## src/inc/scec_pkg.sv

```systemverilog
// package: shared types and constants for conditional execution control
package scec_pkg;

    localparam int ADDR_W = 32;
    localparam int REG_W  = 5;

    // implicit lane address offsets
    localparam logic [ADDR_W-1:0] OFFS_NORMAL = 32'h0000_0001;
    localparam logic [ADDR_W-1:0] OFFS_SHORT  = 32'h0000_0002;

    // instruction types that carry conditional branch forms
    localparam logic [3:0] TYPE_DIRECT = 4'h8;
    localparam logic [3:0] TYPE_IND_LO = 4'h9;
    localparam logic [3:0] TYPE_IND_HI = 4'hB;
    localparam logic [3:0] TYPE_ELSE_MEM = 4'hA;

    // hazard stall length for address generator reloads
    localparam logic [1:0] STALL_ADDR_GEN = 2'h2;

    typedef enum logic [1:0] {
        SCEC_OP_NONE,
        SCEC_OP_STORE,
        SCEC_OP_LOAD_AG,
        SCEC_OP_BRANCH
    } scec_op_t;

    // per-lane arithmetic status flags
    typedef struct packed {
        logic zero;
        logic neg;
    } scec_flags_t;

    // decoded instruction in the decode stage
    typedef struct packed {
        logic            valid;
        scec_op_t        op;
        logic [3:0]      itype;
        logic [3:0]      cond;
        logic            has_else;
        logic            src_y;
        logic [ADDR_W-1:0] index;
        logic [REG_W-1:0] rd_reg;
        logic            rd_flags;
        logic [REG_W-1:0] wr_reg;
        logic            wr_reg_en;
        logic            wr_flags;
        logic            ag_write;
        logic            mem_use;
    } scec_instr_t;

    // memory store requests for both lanes
    typedef struct packed {
        logic            x_en;
        logic [ADDR_W-1:0] x_addr;
        logic            y_en;
        logic [ADDR_W-1:0] y_addr;
    } scec_store_t;

    // per-lane execute enables
    typedef struct packed {
        logic branch_take;
        logic x_if;
        logic y_if;
        logic x_else;
        logic y_else;
        logic ag_write;
        logic post_mod;
    } scec_exec_t;

    localparam logic [3:0] COND_EQ = 4'h0;
    localparam logic [3:0] COND_NE = 4'h1;
    localparam logic [3:0] COND_LT = 4'h2;
    localparam logic [3:0] COND_GE = 4'h3;
    localparam logic [3:0] COND_TRUE = 4'hF;

endpackage

```

## src/rtl/scec_ctrl.sv

```systemverilog
// conditional execution gating and interlock for a two-lane core
// Functional notes
// [RL1] y-lane explicit store written only when y lane condition true.
// [RL2] paired x-lane word goes to index plus n only if x true.
// [RL3] n is 1 in normal word space, 2 in short word space.
// [RL4] software keeps index even for y-explicit SIMD store.
// [RL5] address generator load suppressed when both lane conditions false.
// [RL6] address generator load done when either lane condition true.
// [RL7] software avoids conditional pair-to-single moves in peripheral space.
// [RL8] SIMD branches and loops taken only when both lanes true.
// [RL9] computes are no-ops in lanes where the condition is false.
// [RL10] direct conditional branch accepted only in type 8.
// [RL11] indirect conditional branch accepted in types 9, 10, 11.
// [RL12] single-lane: IF when true, ELSE compute only when false.
// [RL13] SIMD: IF needs both lanes; ELSE per lane on own false.
// [RL14] short word space decodes type 10 as plain compute.
// [RL15] pipeline fully interlocked, stalls inserted by hardware.
// [RL16] stall on same-cycle resource conflict between stages.
// [RL17] stall reader of register or flag still being updated.
// [RL18] post-modify on either lane true; data per own lane.
// [RL19] each lane evaluates condition from its own status flags.
`timescale 1ns/1ps
module scec_ctrl
    import scec_pkg::*;
(
    input  wire logic        clock,
    input  wire logic        reset_n,
    input  wire logic        simd_mode,
    input  wire logic        short_word_space,
    input  wire scec_flags_t x_lane_flags,
    input  wire scec_flags_t y_lane_flags,
    input  wire scec_instr_t instr,
    input  wire logic        exec_mem_busy,
    output scec_store_t      store_q,
    output scec_exec_t       exec_q,
    output logic             type10_compute_q,
    output logic             illegal_q,
    output logic             stall_q
);

    logic x_cond;
    logic y_cond;

    scec_cond_eval u_x_eval (
        .cond   (instr.cond),
        .flags  (x_lane_flags),
        .result (x_cond)
    );

    scec_cond_eval u_y_eval (
        .cond   (instr.cond),
        .flags  (y_lane_flags),
        .result (y_cond)
    );

    // in single-lane mode the y lane is idle
    logic y_eff;
    assign y_eff = simd_mode & y_cond;

    function automatic logic is_indirect(input logic [3:0] t);
        is_indirect = (t >= TYPE_IND_LO) && (t <= TYPE_IND_HI);
    endfunction

    // pending writers in flight, for interlock
    logic [REG_W-1:0] pend_reg_q,   pend_reg_d;
    logic             pend_reg_v_q, pend_reg_v_d;
    logic             pend_flag_q,  pend_flag_d;
    logic [1:0]       ag_cnt_q,     ag_cnt_d;

    logic             stall;
    logic             issue;

    // [RL15] hazard detection
    always_comb begin
        stall = 1'b0;
        // [RL16] resource conflict
        if (instr.valid && instr.mem_use && exec_mem_busy) begin
            stall = 1'b1;
        end
        // [RL17] register or flag still updating
        if (instr.valid && pend_reg_v_q && instr.rd_reg == pend_reg_q) begin
            stall = 1'b1;
        end
        if (instr.valid && instr.rd_flags && pend_flag_q) begin
            stall = 1'b1;
        end
        if (instr.valid && instr.mem_use && ag_cnt_q != 2'h0) begin
            stall = 1'b1;
        end
    end

    assign issue = instr.valid && !stall;

    always_comb begin
        pend_reg_v_d = 1'b0;
        pend_reg_d   = pend_reg_q;
        pend_flag_d  = 1'b0;
        ag_cnt_d     = (ag_cnt_q != 2'h0) ? ag_cnt_q - 2'h1 : 2'h0;
        if (issue) begin
            pend_reg_v_d = instr.wr_reg_en;
            pend_reg_d   = instr.wr_reg;
            pend_flag_d  = instr.wr_flags;
            if (instr.op == SCEC_OP_LOAD_AG) begin
                ag_cnt_d = STALL_ADDR_GEN;
            end
        end
    end

    // decode and gating
    scec_store_t st_d;
    scec_exec_t  ex_d;
    logic        t10_d;
    logic        ill_d;
    logic        any_true;
    logic        both_true;
    logic [ADDR_W-1:0] n_off;

    always_comb begin
        st_d      = '0;
        ex_d      = '0;
        t10_d     = 1'b0;
        ill_d     = 1'b0;
        any_true  = x_cond | y_eff;
        // [RL8] branch needs both lanes in SIMD
        both_true = simd_mode ? (x_cond & y_cond) : x_cond;
        // [RL3] implicit lane offset
        n_off     = short_word_space ? OFFS_SHORT : OFFS_NORMAL;
        if (issue) begin
            case (instr.op)
                SCEC_OP_STORE: begin
                    if (instr.src_y && simd_mode) begin
                        // [RL1] y explicit at index
                        st_d.y_en   = y_cond;
                        st_d.y_addr = instr.index;
                        // [RL2] x paired at index plus n
                        st_d.x_en   = x_cond;
                        st_d.x_addr = instr.index + n_off;
                    end else begin
                        st_d.x_en   = x_cond;
                        st_d.x_addr = instr.index;
                        st_d.y_en   = y_eff;
                        st_d.y_addr = instr.index + n_off;
                    end
                    // [RL18] post-modify on either lane
                    ex_d.post_mod = any_true;
                end
                SCEC_OP_LOAD_AG: begin
                    // [RL5] [RL6] either lane true writes
                    ex_d.ag_write = any_true;
                    ex_d.post_mod = any_true;
                end
                SCEC_OP_BRANCH: begin
                    if (short_word_space && instr.itype == TYPE_ELSE_MEM) begin
                        // [RL14] plain compute in short word space
                        t10_d     = 1'b1;
                        ex_d.x_if = 1'b1;
                        ex_d.y_if = simd_mode;
                    end else if (instr.itype == TYPE_DIRECT
                                 && !instr.has_else) begin
                        // [RL10] direct form
                        ex_d.branch_take = both_true;
                        // [RL9] compute per lane
                        ex_d.x_if = x_cond;
                        ex_d.y_if = y_eff;
                    end else if (is_indirect(instr.itype)) begin
                        // [RL11] indirect forms
                        // [RL12] [RL13] if needs all, else per lane
                        ex_d.branch_take = both_true;
                        ex_d.x_if = x_cond;
                        ex_d.y_if = y_eff;
                        if (instr.has_else) begin
                            ex_d.x_else = !x_cond;
                            ex_d.y_else = simd_mode & !y_cond;
                        end
                    end else begin
                        ill_d = 1'b1;
                    end
                end
                default: begin
                    ex_d = '0;
                end
            endcase
        end
    end

    always_ff @(posedge clock) begin
        if (!reset_n) begin
            store_q          <= '0;
            exec_q           <= '0;
            type10_compute_q <= 1'b0;
            illegal_q        <= 1'b0;
            stall_q          <= 1'b0;
            pend_reg_q       <= '0;
            pend_reg_v_q     <= 1'b0;
            pend_flag_q      <= 1'b0;
            ag_cnt_q         <= 2'h0;
        end else begin
            store_q          <= st_d;
            exec_q           <= ex_d;
            type10_compute_q <= t10_d;
            illegal_q        <= ill_d;
            stall_q          <= stall;
            pend_reg_q       <= pend_reg_d;
            pend_reg_v_q     <= pend_reg_v_d;
            pend_flag_q      <= pend_flag_d;
            ag_cnt_q         <= ag_cnt_d;
        end
    end
endmodule

```

## src/rtl/scec_cond_eval.sv

```systemverilog
// one lane's condition evaluator
`timescale 1ns/1ps
module scec_cond_eval
    import scec_pkg::*;
(
    input  wire logic [3:0]  cond,
    input  wire scec_flags_t flags,
    output logic             result
);

    // [RL19] own lane flags
    always_comb begin
        case (cond)
            COND_EQ:   result = flags.zero;
            COND_NE:   result = !flags.zero;
            COND_LT:   result = flags.neg;
            COND_GE:   result = !flags.neg;
            COND_TRUE: result = 1'b1;
            default:   result = 1'b0;
        endcase
    end

endmodule

```

## config.mk

```make
export PLATFORM = sky130hd
export DESIGN_NAME = scec_ctrl
export DESIGN_NICKNAME = d
export VERILOG_FILES = /design/src/inc/scec_pkg.sv /design/src/rtl/scec_ctrl.sv /design/src/rtl/scec_cond_eval.sv
export SDC_FILE = /design/constraint.sdc
export NUM_CORES = 1
export LEC_CHECK = 0
export BUFFER_PORTS_ARGS = -buffer_cell sky130_fd_sc_hd__buf_2
export CAP_MARGIN = 10
export CORE_ASPECT_RATIO = 1.1
export CORE_UTILIZATION = 53
export DETAILED_ROUTE_END_ITERATION = 8
export PLACE_DENSITY = 0.87
export SLEW_MARGIN = 20
export SYNTH_ARGS = -nofsm -noshare
export SYNTH_HDL_FRONTEND = slang
export SYNTH_SLANG_ARGS = --single-unit
```

## constraint.sdc

```tcl
create_clock -name clock -period 3.9 [get_ports clock]
set_input_delay 0.195 -clock clock [delete_from_list [all_inputs] [get_ports clock]]
set_output_delay 0.195 -clock clock [all_outputs]
set_load 0.01 [all_outputs]
```

After elaboration in Yosys (flattened, before gate mapping)

Cells that the tools add are included.

Output and inout bits: 76
Logic and storage cells: 90
Input bits: 69
Register bits after elaboration: 85

Bitwise gates (word level): 9
Reductions and logical operators: 31
Muxes and demuxes: 18
$add $sub $neg: 2
Equal/unequal tests: 10
Magnitude comparators: 2

Operators by type and width:

| kind                                                   | count |
|---|---|
| two-way mux 65 bit                                     | 1 |
| adder 32 x 2 -> 32 bit                                 | 1 |
| equality test 4 bit (second input constant)            | 3 |
| logical AND 1 bit                                      | 12 |
| two-way mux 2 bit                                      | 6 |
| AND reduction 3 bit                                    | 4 |
| one-hot mux 1 bit (5 select lines)                     | 2 |
| equality test 4 x 2 -> 1 bit (second input constant)   | 2 |
| zero test 1 bit                                        | 8 |
| two-way mux 1 bit                                      | 7 |
| OR reduction 7 bit                                     | 1 |
| equality test 5 bit                                    | 1 |
| two-way mux 5 bit                                      | 1 |
| inverter 1 bit                                         | 5 |
| OR reduction 5 bit                                     | 1 |
| equality test 2 bit (second input constant)            | 2 |
| equality test 4 x 1 -> 1 bit (second input constant)   | 1 |
| >= comparator 4 bit (second input constant)            | 1 |
| less-or-equal comparator 4 bit (second input constant) | 1 |
| zero test 4 bit                                        | 1 |
| OR reduction 4 bit                                     | 1 |
| AND 1 bit                                              | 3 |
| two-way mux 3 bit                                      | 1 |
| equality test 2 x 1 -> 1 bit (second input constant)   | 1 |
| other kinds (5)                                        | 5 |

Logic depth before layout (Yosys ltp)

Gate-level depths: netlist of run 1.

Depth in word-level cells: 10
Depth in mapped cells: 10
Gate-level depth less buffers: 9

Modules after synthesis

From an unflattened synthesis of run 1, not the netlist that was laid out.

Cells, all modules: 455
Area total of the unflattened synthesis: 4013.8 um^2

By module, submodules not included:

| module         | instances | cells an instance | area an instance (um^2) | seq. area each (um^2) |
|---|---|---|---|---|
| scec_ctrl      | 1         | 447               | 3938.8                  | 1701.6 |
| scec_cond_eval | 2         | 4                 | 37.5                    | 0.0 |

Least setup slack after synthesis of run 1

OpenSTA, ideal clock, no wires.

Path type: input-to-reg
From: input port short_word_space
To: register store_q[63] (netlist bit)
Data required time: 3.785 ns
Path slack: 1.872 ns
Cell stages on the path: 9
Path buffers: 0
Arrival time: 1.914 ns
Library setup time: 0.115 ns
Cell sequence: inv_1 > ha_1 > inv_1 > fa_1 > nand4b_1 > nor4_4 > nand3_1 > xnor2_1 > nor2_1

Word-level cells in the longest chain between the ends: 3

RTL lines:

| what                   | line             | RTL |
|---|---|---|
| start: declaration     | scec_ctrl.sv:29  | `input wire logic short_word_space,` |
| two-way mux 2 bit      | scec_ctrl.sv:127 | `n_off = short_word_space ? OFFS_SHORT : OFFS_NORMAL;` |
| adder 32 x 2 -> 32 bit | scec_ctrl.sv:137 | `st_d.x_addr = instr.index + n_off;` |
| two-way mux 65 bit     | scec_ctrl.sv:131 | `if (instr.src_y && simd_mode) begin` |
| end signal: assignment | scec_ctrl.sv:198 | `store_q <= st_d;` |
| end: declaration       | scec_ctrl.sv:34  | `output scec_store_t store_q,` |

Every way passes these cells.
A chain may end at the register's enable or synchronous reset.

Worst setup path in the final report of run 1

From: register pend_reg_q[3]
To: register store_q[5] (netlist bit)

Word-level cells in the longest chain between the ends: 8

RTL lines:

| what                                 | line             | RTL |
|---|---|---|
| start: declaration                   | scec_ctrl.sv:65  | `logic [REG_W-1:0] pend_reg_q, pend_reg_d;` |
| start signal: assignment             | scec_ctrl.sv:203 | `pend_reg_q <= pend_reg_d;` |
| equality test 5 bit                  | scec_ctrl.sv:81  | `if (instr.valid && pend_reg_v_q && instr.rd_reg == pend_reg_q) begin` |
| logical AND 1 bit                    | scec_ctrl.sv:81  |  |
| two-way mux 1 bit                    | scec_ctrl.sv:81  |  |
| two-way mux 1 bit                    | scec_ctrl.sv:84  | `if (instr.valid && instr.rd_flags && pend_flag_q) begin` |
| two-way mux 1 bit                    | scec_ctrl.sv:87  | `if (instr.valid && instr.mem_use && ag_cnt_q != 2'h0) begin` |
| zero test 1 bit                      | scec_ctrl.sv:92  | `assign issue = instr.valid && !stall;` |
| logical AND 1 bit                    | scec_ctrl.sv:92  |  |
| AND reduction 3 bit (no source line) | n/a              |  |

Every way passes these cells.

==> results of run 1 <==
flip-flops by register name (all words and copies together) (netlist names):
| name | count |
|---|---|
| ag_cnt_q | 2 |
| exec_q | 7 |
| illegal_q | 1 |
| pend_flag_q | 1 |
| pend_reg_q | 5 |
| pend_reg_v_q | 1 |
| stall_q | 1 |
| store_q | 66 |
| type10_compute_q | 1 |
stage by stage:
stage               hold WS [ps]  cells  setup WS (ps)
finish                      56.5    653           1610
global route                53.8    653           1420
CTS                         40.5    653           1600
detailed placement           425    638           1390
global placement             419    638           1430
floorplan                    309    432           1870
worst paths after layout:
check	start	to	cells after the start
worst max register to register	pend_reg_q[3]	store_q[5]	6
worst max-delay path	pend_reg_q[3]	store_q[5]	6
worst min-delay path	instr[2]	pend_flag_q	2
worst min register to register	pend_reg_q[2]	pend_reg_q[2]	2
synthesized netlist by cell type, drive strengths merged (6+ instances only):
library cell,n
a21oi,10
inv,10
xnor2,21
mux2i,7
clkbuf,9
nand4,28
and3,6
nor3,11
nand3,22
nor2,83
xor2,46
dfxtp,85
buf,14
nand2,36
nor4,8
worst max-delay path: cells and delay by family (launching register included):
family,cells,cell delay [ps]
xor+xnor,1,160
buf+inv,1,440
flops,1,320
simple gates,4,1210
layer usage:
layer | vias up | part of all wire, % | global-route usage [%]
li1 | 1703 | - | -
met1 | 1612 | 42 | 30.5
met2 | 116 | 50 | 43.4
met3 | 18 | 4.9 | 6.55
met4 | 0 | 3.0 | 12.0
met5 | - | 0 | 0
layout by cell type (no fill, tap or decap), drive strengths merged, types with 2 or more instances in the layout:
cell    instances
buf           144
dfxtp          85
nor2           83
xor2           46
nand2          36
nand4          28
nand3          22
xnor2          21
clkbuf         11
nor3           11
inv            10
a21oi          10
nor4            8
mux2i           7
and3            6
and2            5
and4            5
ha              5
nor2b           3
nor3b           2
a211oi          2
nand4b          2
a21o            2
o21ai           2
clkinv          2
power breakdown:
group | total, uW | internal, uW | switching [uW]
sequential | 888 | 882 | 5.21
combinational | 199 | 80.4 | 118
clock | 625 | 325 | 300
kinds of logic (layout without fill, tap and decap cells):
family          count (synthesis)  count (layout)  share of synthesized area [%]
mux                             7               7                           1.81
fa+ha+maj                       6               6                           2.14
simple gates                  216             216                           29.8
flops                          85              85                           44.0
buf+inv                        33             169                           4.24
xor+xnor                       67              67                           15.2
compound gates                 18              18                           2.85
layout make-up:
type	instances	area, sq um
Timing Repair Buffer	144	723
Multi-Input combinational cell	314	2010
Clock inverter	4	47.5
Sequential cell	85	1700
Tap cell	85	106
Inverter	10	37.5
Clock buffer	11	151
Fill cell	586	2270
==> impl_metrics.py, run 1 <==
metrics = {
    "cells_and_area": {
        "layout_cell_share_with_drive_strength_beyond_1_pct": 31.0,
        "layout-area-overhead-vs-synth_pct": 23.5,
        "final_core_util_pct": 67.7,
        "final_design_area_no_fill_sq_um": 4770,
        "n_antenna_cell": 0,
        "design.final.nets": 639,
    },
    "floorplan": {
        "floorplan.initialDensity_pct": 54.9,
        "die-width_microns": 83.4,
        "fp.dieArea_sq_um": 7640,
        "rows": 32,
        "core-area_sq_um": 7050,
        "top_level_ports": 145,
        "die_height_microns": 91.6,
    },
    "clocking": {
        "cts_hold_buffers": 0,
        "clock_sink_count": 85,
        "htreeDepth": 3,
        "cts.root.buffer_cell": "clkbuf_8",
        "numCtsBuffers": 9,
        "ctsLongestPathBuffers": 2,
        "cts.repair.resized": 0,
        "clock_insertion_delay_worst_skew_ps": 360,
        "clk_pin_slew_worst_paths_ps": 80,
        "post-cts-setup-buffers": 0,
        "tritoncts_clock_tree": "done",
    },
    "synthesis": {
        "synthCells": 432,
        "synth-async-reset-ratio_pct": 0,
        "post_synth.cell_area_avg_sq_um": 8.95,
        "ys.warnings.count": 0,
        "post-synth-top-area-cell": "dfxtp_1",
        "netlist-cell-type-count": 44,
        "ys_seq_elements": 85,
        "ys_dominant_reg_cell": "dfxtp_1",
        "postSynthNetCount": 507,
        "post-synth-top-area-fraction_pct": 44.0,
        "synth_enable_flop_cells": 0,
        "yosysSeqAreaShare_pct": 44.0,
        "synthTopCellsByArea": "dfxtp_1, xor2_1, nor2_1",
        "syn-cell-area_sq_um": 3870,
    },
    "drt": {
        "wire_per_inst_microns": 14.4,
        "initialDrtViolationCount": 126,
        "via_count": 3449,
        "total_routed_length_microns": 9380,
        "drt_pre_antenna_iters": 4,
        "vias_per_cell": 5.28,
        "antenna_violating_nets_post_route": 0,
        "drc": 0,
    },
    "critical_path": {
        "cp.required_ps": 4130,
        "critical_path_endpoint_category": "flip-flop",
        "worst_path_largest_cell_delay_ps": 530,
        "critPathArrivalTime_ps": 2520,
        "regToRegSetupSlack_ps": 1610,
        "cp-start-kind": "flip-flop",
        "slowest_stage": "nand3_2",
        "crit_path_max_fanout": 35,
        "timing_worst_setup_path_type": "flip-flop to flip-flop",
        "chain_of_cells_forming_the_critical_path": "xor2_1, nor4_1, nand3_1, nand3_2, buf_4, nor2_1",
    },
    "global_routing": {
        "antenna_found_initial": 0,
        "global_router_s_overall_resource_usage_pct": 25.7,
        "grt_first_pass_wirelength_microns": 15400,
        "number_of_global_route_vias_before_repair": 3342,
        "grt-ovfl-total": 0,
        "maximum_number_of_pins_on_one_net_before_global_route_repair": 36,
    },
    "power_and_ir_drop": {
        "leakagePower_uw": 0.00217,
        "powerDensity_nw_per_um2": 358,
        "vdd.ir_drop.worst_v": 0.000259,
        "power_uw": 1710,
    },
    "timing": {
        "maxSlewHeadroom_pct": 52.5,
        "final_max_slew_viol_count": 0,
        "unrepaired_setup_endpoints_after_global_routing": "no",
        "min_period_over_period_pct": 58.6,
        "totalNegativeSetupSlack_ps": 0,
        "post-route-min-period_ps": 2290,
        "setup_violations": 0,
        "max_freq_mhz": 437,
        "fin_skew_ps": 9.80,
        "finalHoldViolCount": 0,
        "worst_margin_slew_ps": 709,
    },
    "place": {
        "place.port_buffers": 143,
        "dpl_cell_area_sq_um": 4570,
        "place.detailed.hpwl_microns": 7040,
        "place_congestion": 0.858,
    },
    "run_status": {
        "status": "completed",
    },
    "worst_hold_path": {
        "min_path_type": "primary input to flip-flop",
    },
    "flow_run": {
        "max-cap-violations": 0,
    },
}
Note: power is estimated with default switching activity, not from simulation.
==> inputs of run 2 (changes only) <==
CORE_UTILIZATION = 49   (was 53)
PLACE_DENSITY = 0.82   (was 0.87)
clock period = 2.3 ns   (was 3.9 ns; I/O delays follow)
==> run 2 against run 1 <==
Count of clock-buffer cells in the layout increased by 2. Sequential share of layout area decreased by 0.66 points. Die area grew 8.0%. Non-clock buffer count is 9 higher. Cell area up 1.9%. Critical path type is now primary input to flip-flop. Largest cell class unchanged.
==> impl_metrics.py, run 2 (synthesis results as in run 1) <==
metrics = {
    "timing": {
        "maxSlewHeadroom_pct": 55.2,
        "min_period_over_period_pct": 81.1,
        "totalNegativeSetupSlack_ps": 0,
        "max_freq_mhz": 536,
        "post-route-min-period_ps": 1860,
        "setup_violations": 0,
        "final_max_slew_viol_count": 0,
        "finalHoldViolCount": 0,
        "hold-worst-slack_ps": 2.23,
        "worst_margin_slew_ps": 668,
        "fin_skew_ps": 7.40,
        "unrepaired_setup_endpoints_after_global_routing": "no",
    },
    "flow_run": {
        "max-cap-violations": 0,
    },
    "drt": {
        "drt_pre_antenna_iters": 4,
        "via_count": 3467,
        "wire_per_inst_microns": 13.7,
        "vias_per_cell": 5.08,
        "drc": 0,
        "initialDrtViolationCount": 168,
        "antenna_violating_nets_post_route": 0,
        "total_routed_length_microns": 9350,
    },
    "global_routing": {
        "global_router_s_overall_resource_usage_pct": 23.5,
        "number_of_global_route_vias_before_repair": 3290,
        "grt_first_pass_wirelength_microns": 14800,
        "maximum_number_of_pins_on_one_net_before_global_route_repair": 67,
        "antenna_found_initial": 0,
        "grt-ovfl-total": 0,
    },
    "cells_and_area": {
        "top_register": "store_q",
        "most_frequent_cells_in_the_layout": "buf_2, dfxtp_1, nor2_1, xor2_1, nand2_1",
        "n_antenna_cell": 0,
        "reg_top3": "store_q x66, exec_q x7, pend_reg_q x5",
        "filler_cell_count": 646,
        "layout_commonest_cell": "buf_2",
        "largest_register_ffs": 66,
        "layout_cell_share_with_drive_strength_beyond_1_pct": 30.7,
        "design.final.nets": 648,
        "layout-area-overhead-vs-synth_pct": 25.8,
    },
    "floorplan": {
        "rows": 33,
        "die-width_microns": 86.7,
        "fp.dieArea_sq_um": 8250,
        "core-area_sq_um": 7560,
        "die_height_microns": 95.2,
        "floorplan.initialDensity_pct": 51.2,
        "top_level_ports": 145,
    },
    "place": {
        "place.detailed.hpwl_microns": 6980,
        "place.port_buffers": 143,
        "place_congestion": 0.895,
    },
    "power_and_ir_drop": {
        "power_frac_comb_pct": 12.3,
        "switching_share_pct": 24.5,
        "p_seq_share_pct": 53.1,
        "leakagePower_uw": 0.00220,
        "powerDensity_nw_per_um2": 583,
        "clock_power_share_pct": 34.6,
        "p_int_uw": 2140,
        "p_switching_uw": 696,
        "vdd.ir_drop.worst_v": 0.000391,
    },
    "worst_hold_path": {
        "hold_start": "instr[6]",
        "worst_hold_path.endpoint": "pend_reg_q[2]",
        "min_path_type": "primary input to flip-flop",
        "min_delay_path_depth": 3,
    },
    "critical_path": {
        "timing_worst_setup_path_type": "primary input to flip-flop",
        "cell_with_the_most_instances_on_the_worst_path": "inv_1",
        "chain_of_cells_forming_the_critical_path": "buf_2, inv_1, ha_1, inv_1, fa_1, nand4b_1, nor4_4, nand3_1, xnor2_1, nor2_1",
        "r2r_cells": 5,
        "cp-start-kind": "primary input",
        "critical_path.reg2reg.endpoint": "pend_reg_q[0]",
        "worst_path_largest_cell_delay_ps": 470,
        "critPathArrivalTime_ps": 2100,
        "critical_path_endpoint_category": "flip-flop",
        "regToRegSetupSlack_ps": 510,
        "slowest_stage": "nor4_4",
        "path_buf_inv": 3,
        "critical_path.reg2reg.startpoint": "pend_reg_q[3]",
        "crit_path_max_fanout": 5,
        "cp.required_ps": 2530,
        "crit_family": "simple AND/OR/NAND/NOR gates",
    },
    "clocking": {
        "clock_insertion_delay_worst_skew_ps": 350,
        "ctsLongestPathBuffers": 2,
        "clock_sink_count": 85,
        "tritoncts_clock_tree": "done",
        "cts.root.buffer_cell": "clkbuf_8",
        "numCtsBuffers": 9,
        "htreeDepth": 3,
        "clk_pin_slew_worst_paths_ps": 80,
    },
    "run_status": {
        "status": "completed",
    },
}
run 2: cell count changes in the layout (fill, tap and decap cells not counted):
cell / previous run / this run
dlygate4sd3_1: 0 / 4
buf_4: 1 / 5
clkbuf_1: 0 / 4
buf_12: 0 / 1
clkinvlp_4: 1 / 0
clkbuf_8: 11 / 9
clkinv_2: 2 / 1
run 2: how the worst max path moves through the flow:
stage                                start           to  slack (ps)  cells after the start
after floorplan           short_word_space  store_q[63]         350                      9
after global placement    short_word_space  store_q[63]         110                     10
after detailed placement  short_word_space  store_q[63]          60                     10
after CTS                 short_word_space  store_q[63]         430                     10
after global routing      short_word_space  store_q[30]         250                     11
final                     short_word_space  store_q[63]         440                     10
run 2: per-layer routing:
metal	part of all wire, %	vias to the layer above	track usage [%]
met3	5.6	27	5.37
met4	3.0	0	12.9
met5	0	-	0
met1	43	1593	27.4
li1	-	1716	-
met2	49	131	40.0
run 2: power groups by stage:
stage	logic, uW	registers, uW	clock network [uW]
2_1_floorplan	192	1550	0
3_3_place_gp	328	1540	0
3_5_place_dp	338	1540	0
4_1_cts	347	1510	989
5_1_grt	383	1510	1050
6_report	349	1510	981
run 2: area by class of cell:
type	instances	area [sq um]	area share [%]
multi-input combinational	314	2010	41.2
sequential	85	1700	35.0
timing repair buffer	153	813	16.7
clock buffer	13	139	2.86
tap	105	131	2.70
inverter	10	37.5	0.772
clock inverter	2	35.0	0.720
run 2: metrics by stage:
stage	std cells	cell area, sq um	util, %	setup slack, ps	power, uW
after floorplan	432	3870	-	352	1740
after global placement	663	4650	61.5	106	1870
after detailed placement	663	4650	61.5	55.0	1880
after CTS	682	4860	64.4	432	2840
after global routing	682	4860	64.4	251	2940
final	682	4860	64.4	435	2840
run 2: worst min-delay path: cells and delay by family:
kind,cells,cell delay [ps]
buf+inv,1,100
mux,1,50
simple gates,1,50
run 2: timing repair:
action,CTS,global route
resized for setup,0,0
setup buffers,0,0
endpoints found under the hold margin,4,0
hold buffers,4,0
==> inputs of run 3 (changes only) <==
clock period = 1.83 ns   (was 2.3 ns; I/O delays follow)
==> run 3 against run 2 <==
Register-to-register slack worse by 370 ps. First-iteration DRC count down 8.9%. Via count is 2.2% higher. Clock skew fell by 2.9 ps. Sequential share of layout area fell by 1.6 points. Sequential cell count stayed put. Total power is 26% higher. Core utilization up 3.0 points. Critical endpoint is now pend_reg_q[1].
==> impl_metrics.py, run 3 (synthesis results as in run 1) <==
metrics = {
    "run_status": {
        "status": "completed",
    },
    "global_routing": {
        "maximum_number_of_pins_on_one_net_before_global_route_repair": 33,
        "global_route.usage.met1_pct": 29.2,
        "grt-ovfl-total": 0,
        "global_router_s_overall_resource_usage_pct": 25.0,
        "grt_first_pass_wirelength_microns": 15800,
        "gr-usage-met2_pct": 43.3,
        "m3_gr_usage_pct": 5.11,
        "number_of_global_route_vias_before_repair": 3371,
        "busiest_layer": "met2",
        "antenna_found_initial": 1,
    },
    "cells_and_area": {
        "layout_cell_share_with_drive_strength_beyond_1_pct": 34.1,
        "layout-area-overhead-vs-synth_pct": 31.7,
        "reg_top3": "store_q x66, exec_q x7, pend_reg_q x5",
        "register_area_sq_um": 1700,
        "top_register": "store_q",
        "most_frequent_cells_in_the_layout": "buf_2, dfxtp_1, nor2_1, xor2_1, nand2_1",
        "largest_register_ffs": 66,
        "filler_cell_count": 596,
        "layout_commonest_cell": "buf_2",
        "multiInputGateArea_sq_um": 2040,
        "design.final.nets": 666,
    },
    "critical_path": {
        "slowest_stage": "nand3_1",
        "timing_worst_setup_path_type": "flip-flop to flip-flop",
        "critPathArrivalTime_ps": 1960,
        "chain_of_cells_forming_the_critical_path": "xor2_1, nor4_1, nand3_1, nand3_1, mux2i_1",
        "worst_path_largest_cell_delay_ps": 360,
        "crit_path_max_fanout": 6,
        "cp.required_ps": 2110,
        "path_buf_inv": 0,
        "cp-start-kind": "flip-flop",
        "critical_path_endpoint_category": "flip-flop",
        "regToRegSetupSlack_ps": 140,
        "crit_family": "simple AND/OR/NAND/NOR gates",
        "cell_with_the_most_instances_on_the_worst_path": "nand3_1",
    },
    "timing": {
        "min_period_over_period_pct": 92.1,
        "worst_margin_slew_ps": 591,
        "post-route-min-period_ps": 1690,
        "unrepaired_setup_endpoints_after_global_routing": "no",
        "hold-worst-slack_ps": 11.4,
        "fin_skew_ps": 4.50,
        "worst_slack_ps": 145,
        "maxSlewHeadroom_pct": 60.3,
        "setup_violations": 0,
        "finalHoldViolCount": 0,
        "max_freq_mhz": 593,
        "final_max_slew_viol_count": 0,
    },
    "floorplan": {
        "rows": 33,
        "floorplan.initialDensity_pct": 51.2,
        "die_height_microns": 95.2,
        "fp.dieArea_sq_um": 8250,
        "die-width_microns": 86.7,
        "top_level_ports": 145,
        "core-area_sq_um": 7560,
    },
    "place": {
        "place.detailed.hpwl_microns": 7290,
        "post-place-ws_ps": -274,
        "place_congestion": 0.907,
        "place.port_buffers": 143,
    },
    "clocking": {
        "ctsLongestPathBuffers": 2,
        "post-cts-setup-buffers": 0,
        "clk_pin_slew_worst_paths_ps": 80,
        "cts.root.buffer_cell": "clkbuf_8",
        "tritoncts_clock_tree": "done",
        "clock_insertion_delay_worst_skew_ps": 350,
        "htreeDepth": 3,
        "numCtsBuffers": 9,
        "clock_sink_count": 85,
    },
    "drt": {
        "total_routed_length_microns": 9850,
        "vias_per_cell": 5.05,
        "antenna_violating_nets_post_route": 0,
        "drc": 0,
        "initialDrtViolationCount": 153,
        "drt_pre_antenna_iters": 4,
        "via_count": 3544,
        "wire_per_inst_microns": 14.0,
    },
    "worst_hold_path": {
        "min_path_type": "primary input to flip-flop",
    },
    "power_and_ir_drop": {
        "powerDensity_nw_per_um2": 701,
        "vdd.ir_drop.worst_v": 0.000447,
        "leakagePower_uw": 0.00231,
    },
    "flow_run": {
        "max-cap-violations": 0,
    },
}
run 3: final cells by class:
class                   count  area share, %
clock buffers              12           3.05
clock inverters             4          0.442
repair buffers            171           19.6
inverters                  10          0.836
well taps                 105           2.58
multi-input cells         314           40.0
diodes                      1         0.0492
flip-flops and latches     85           33.4
run 3: worst reg2reg max path: stages (launching register included):
cell and delay (ps):
dfxtp_1 330, xor2_1 160, nor4_1 330, nand3_1 200
nand3_1 360, mux2i_1 240
run 3: metal layers:
layer	routed length, microns	vias to the layer above
li1	-	1758
met1	4040	1634
met2	4990	131
met3	521	21
met4	300	0
met5	0	-
run 3: timing repair:
action	in CTS	in global routing
resized for setup	0	7
hold endpoints to repair	7	0
hold buffers	7	0
endpoints found under the setup margin	0	7
run 3: where the power goes:
part           switching [uW]  total (uW)  internal [uW]
registers                11.9        1890           1880
clock network             633        1190            561
logic                     269         481            212
total                     914        3570           2650
run 3: worst paths after layout:
path | from | endpoint | depth (start not counted)
setup / recovery | pend_reg_q[3] | pend_reg_q[1] | 5
hold / removal | instr[59] | stall_q | 3
setup reg to reg | pend_reg_q[3] | pend_reg_q[1] | 5
hold reg to reg | pend_reg_q[0] | pend_reg_q[0] | 2
run 3: per-stage QoR:
step                      power, uW  TNS [ps]  util, %  cell area, sq um  cells
after global routing           3710         0     67.4              5090    702
after detailed placement       2390     -4450     63.8              4820    678
after global placement         2380     -3570     63.8              4820    678
after floorplan                2190         0        -              3890    432
final                          3570         0     67.4              5090    702
after CTS                      3570         0     67.1              5070    701
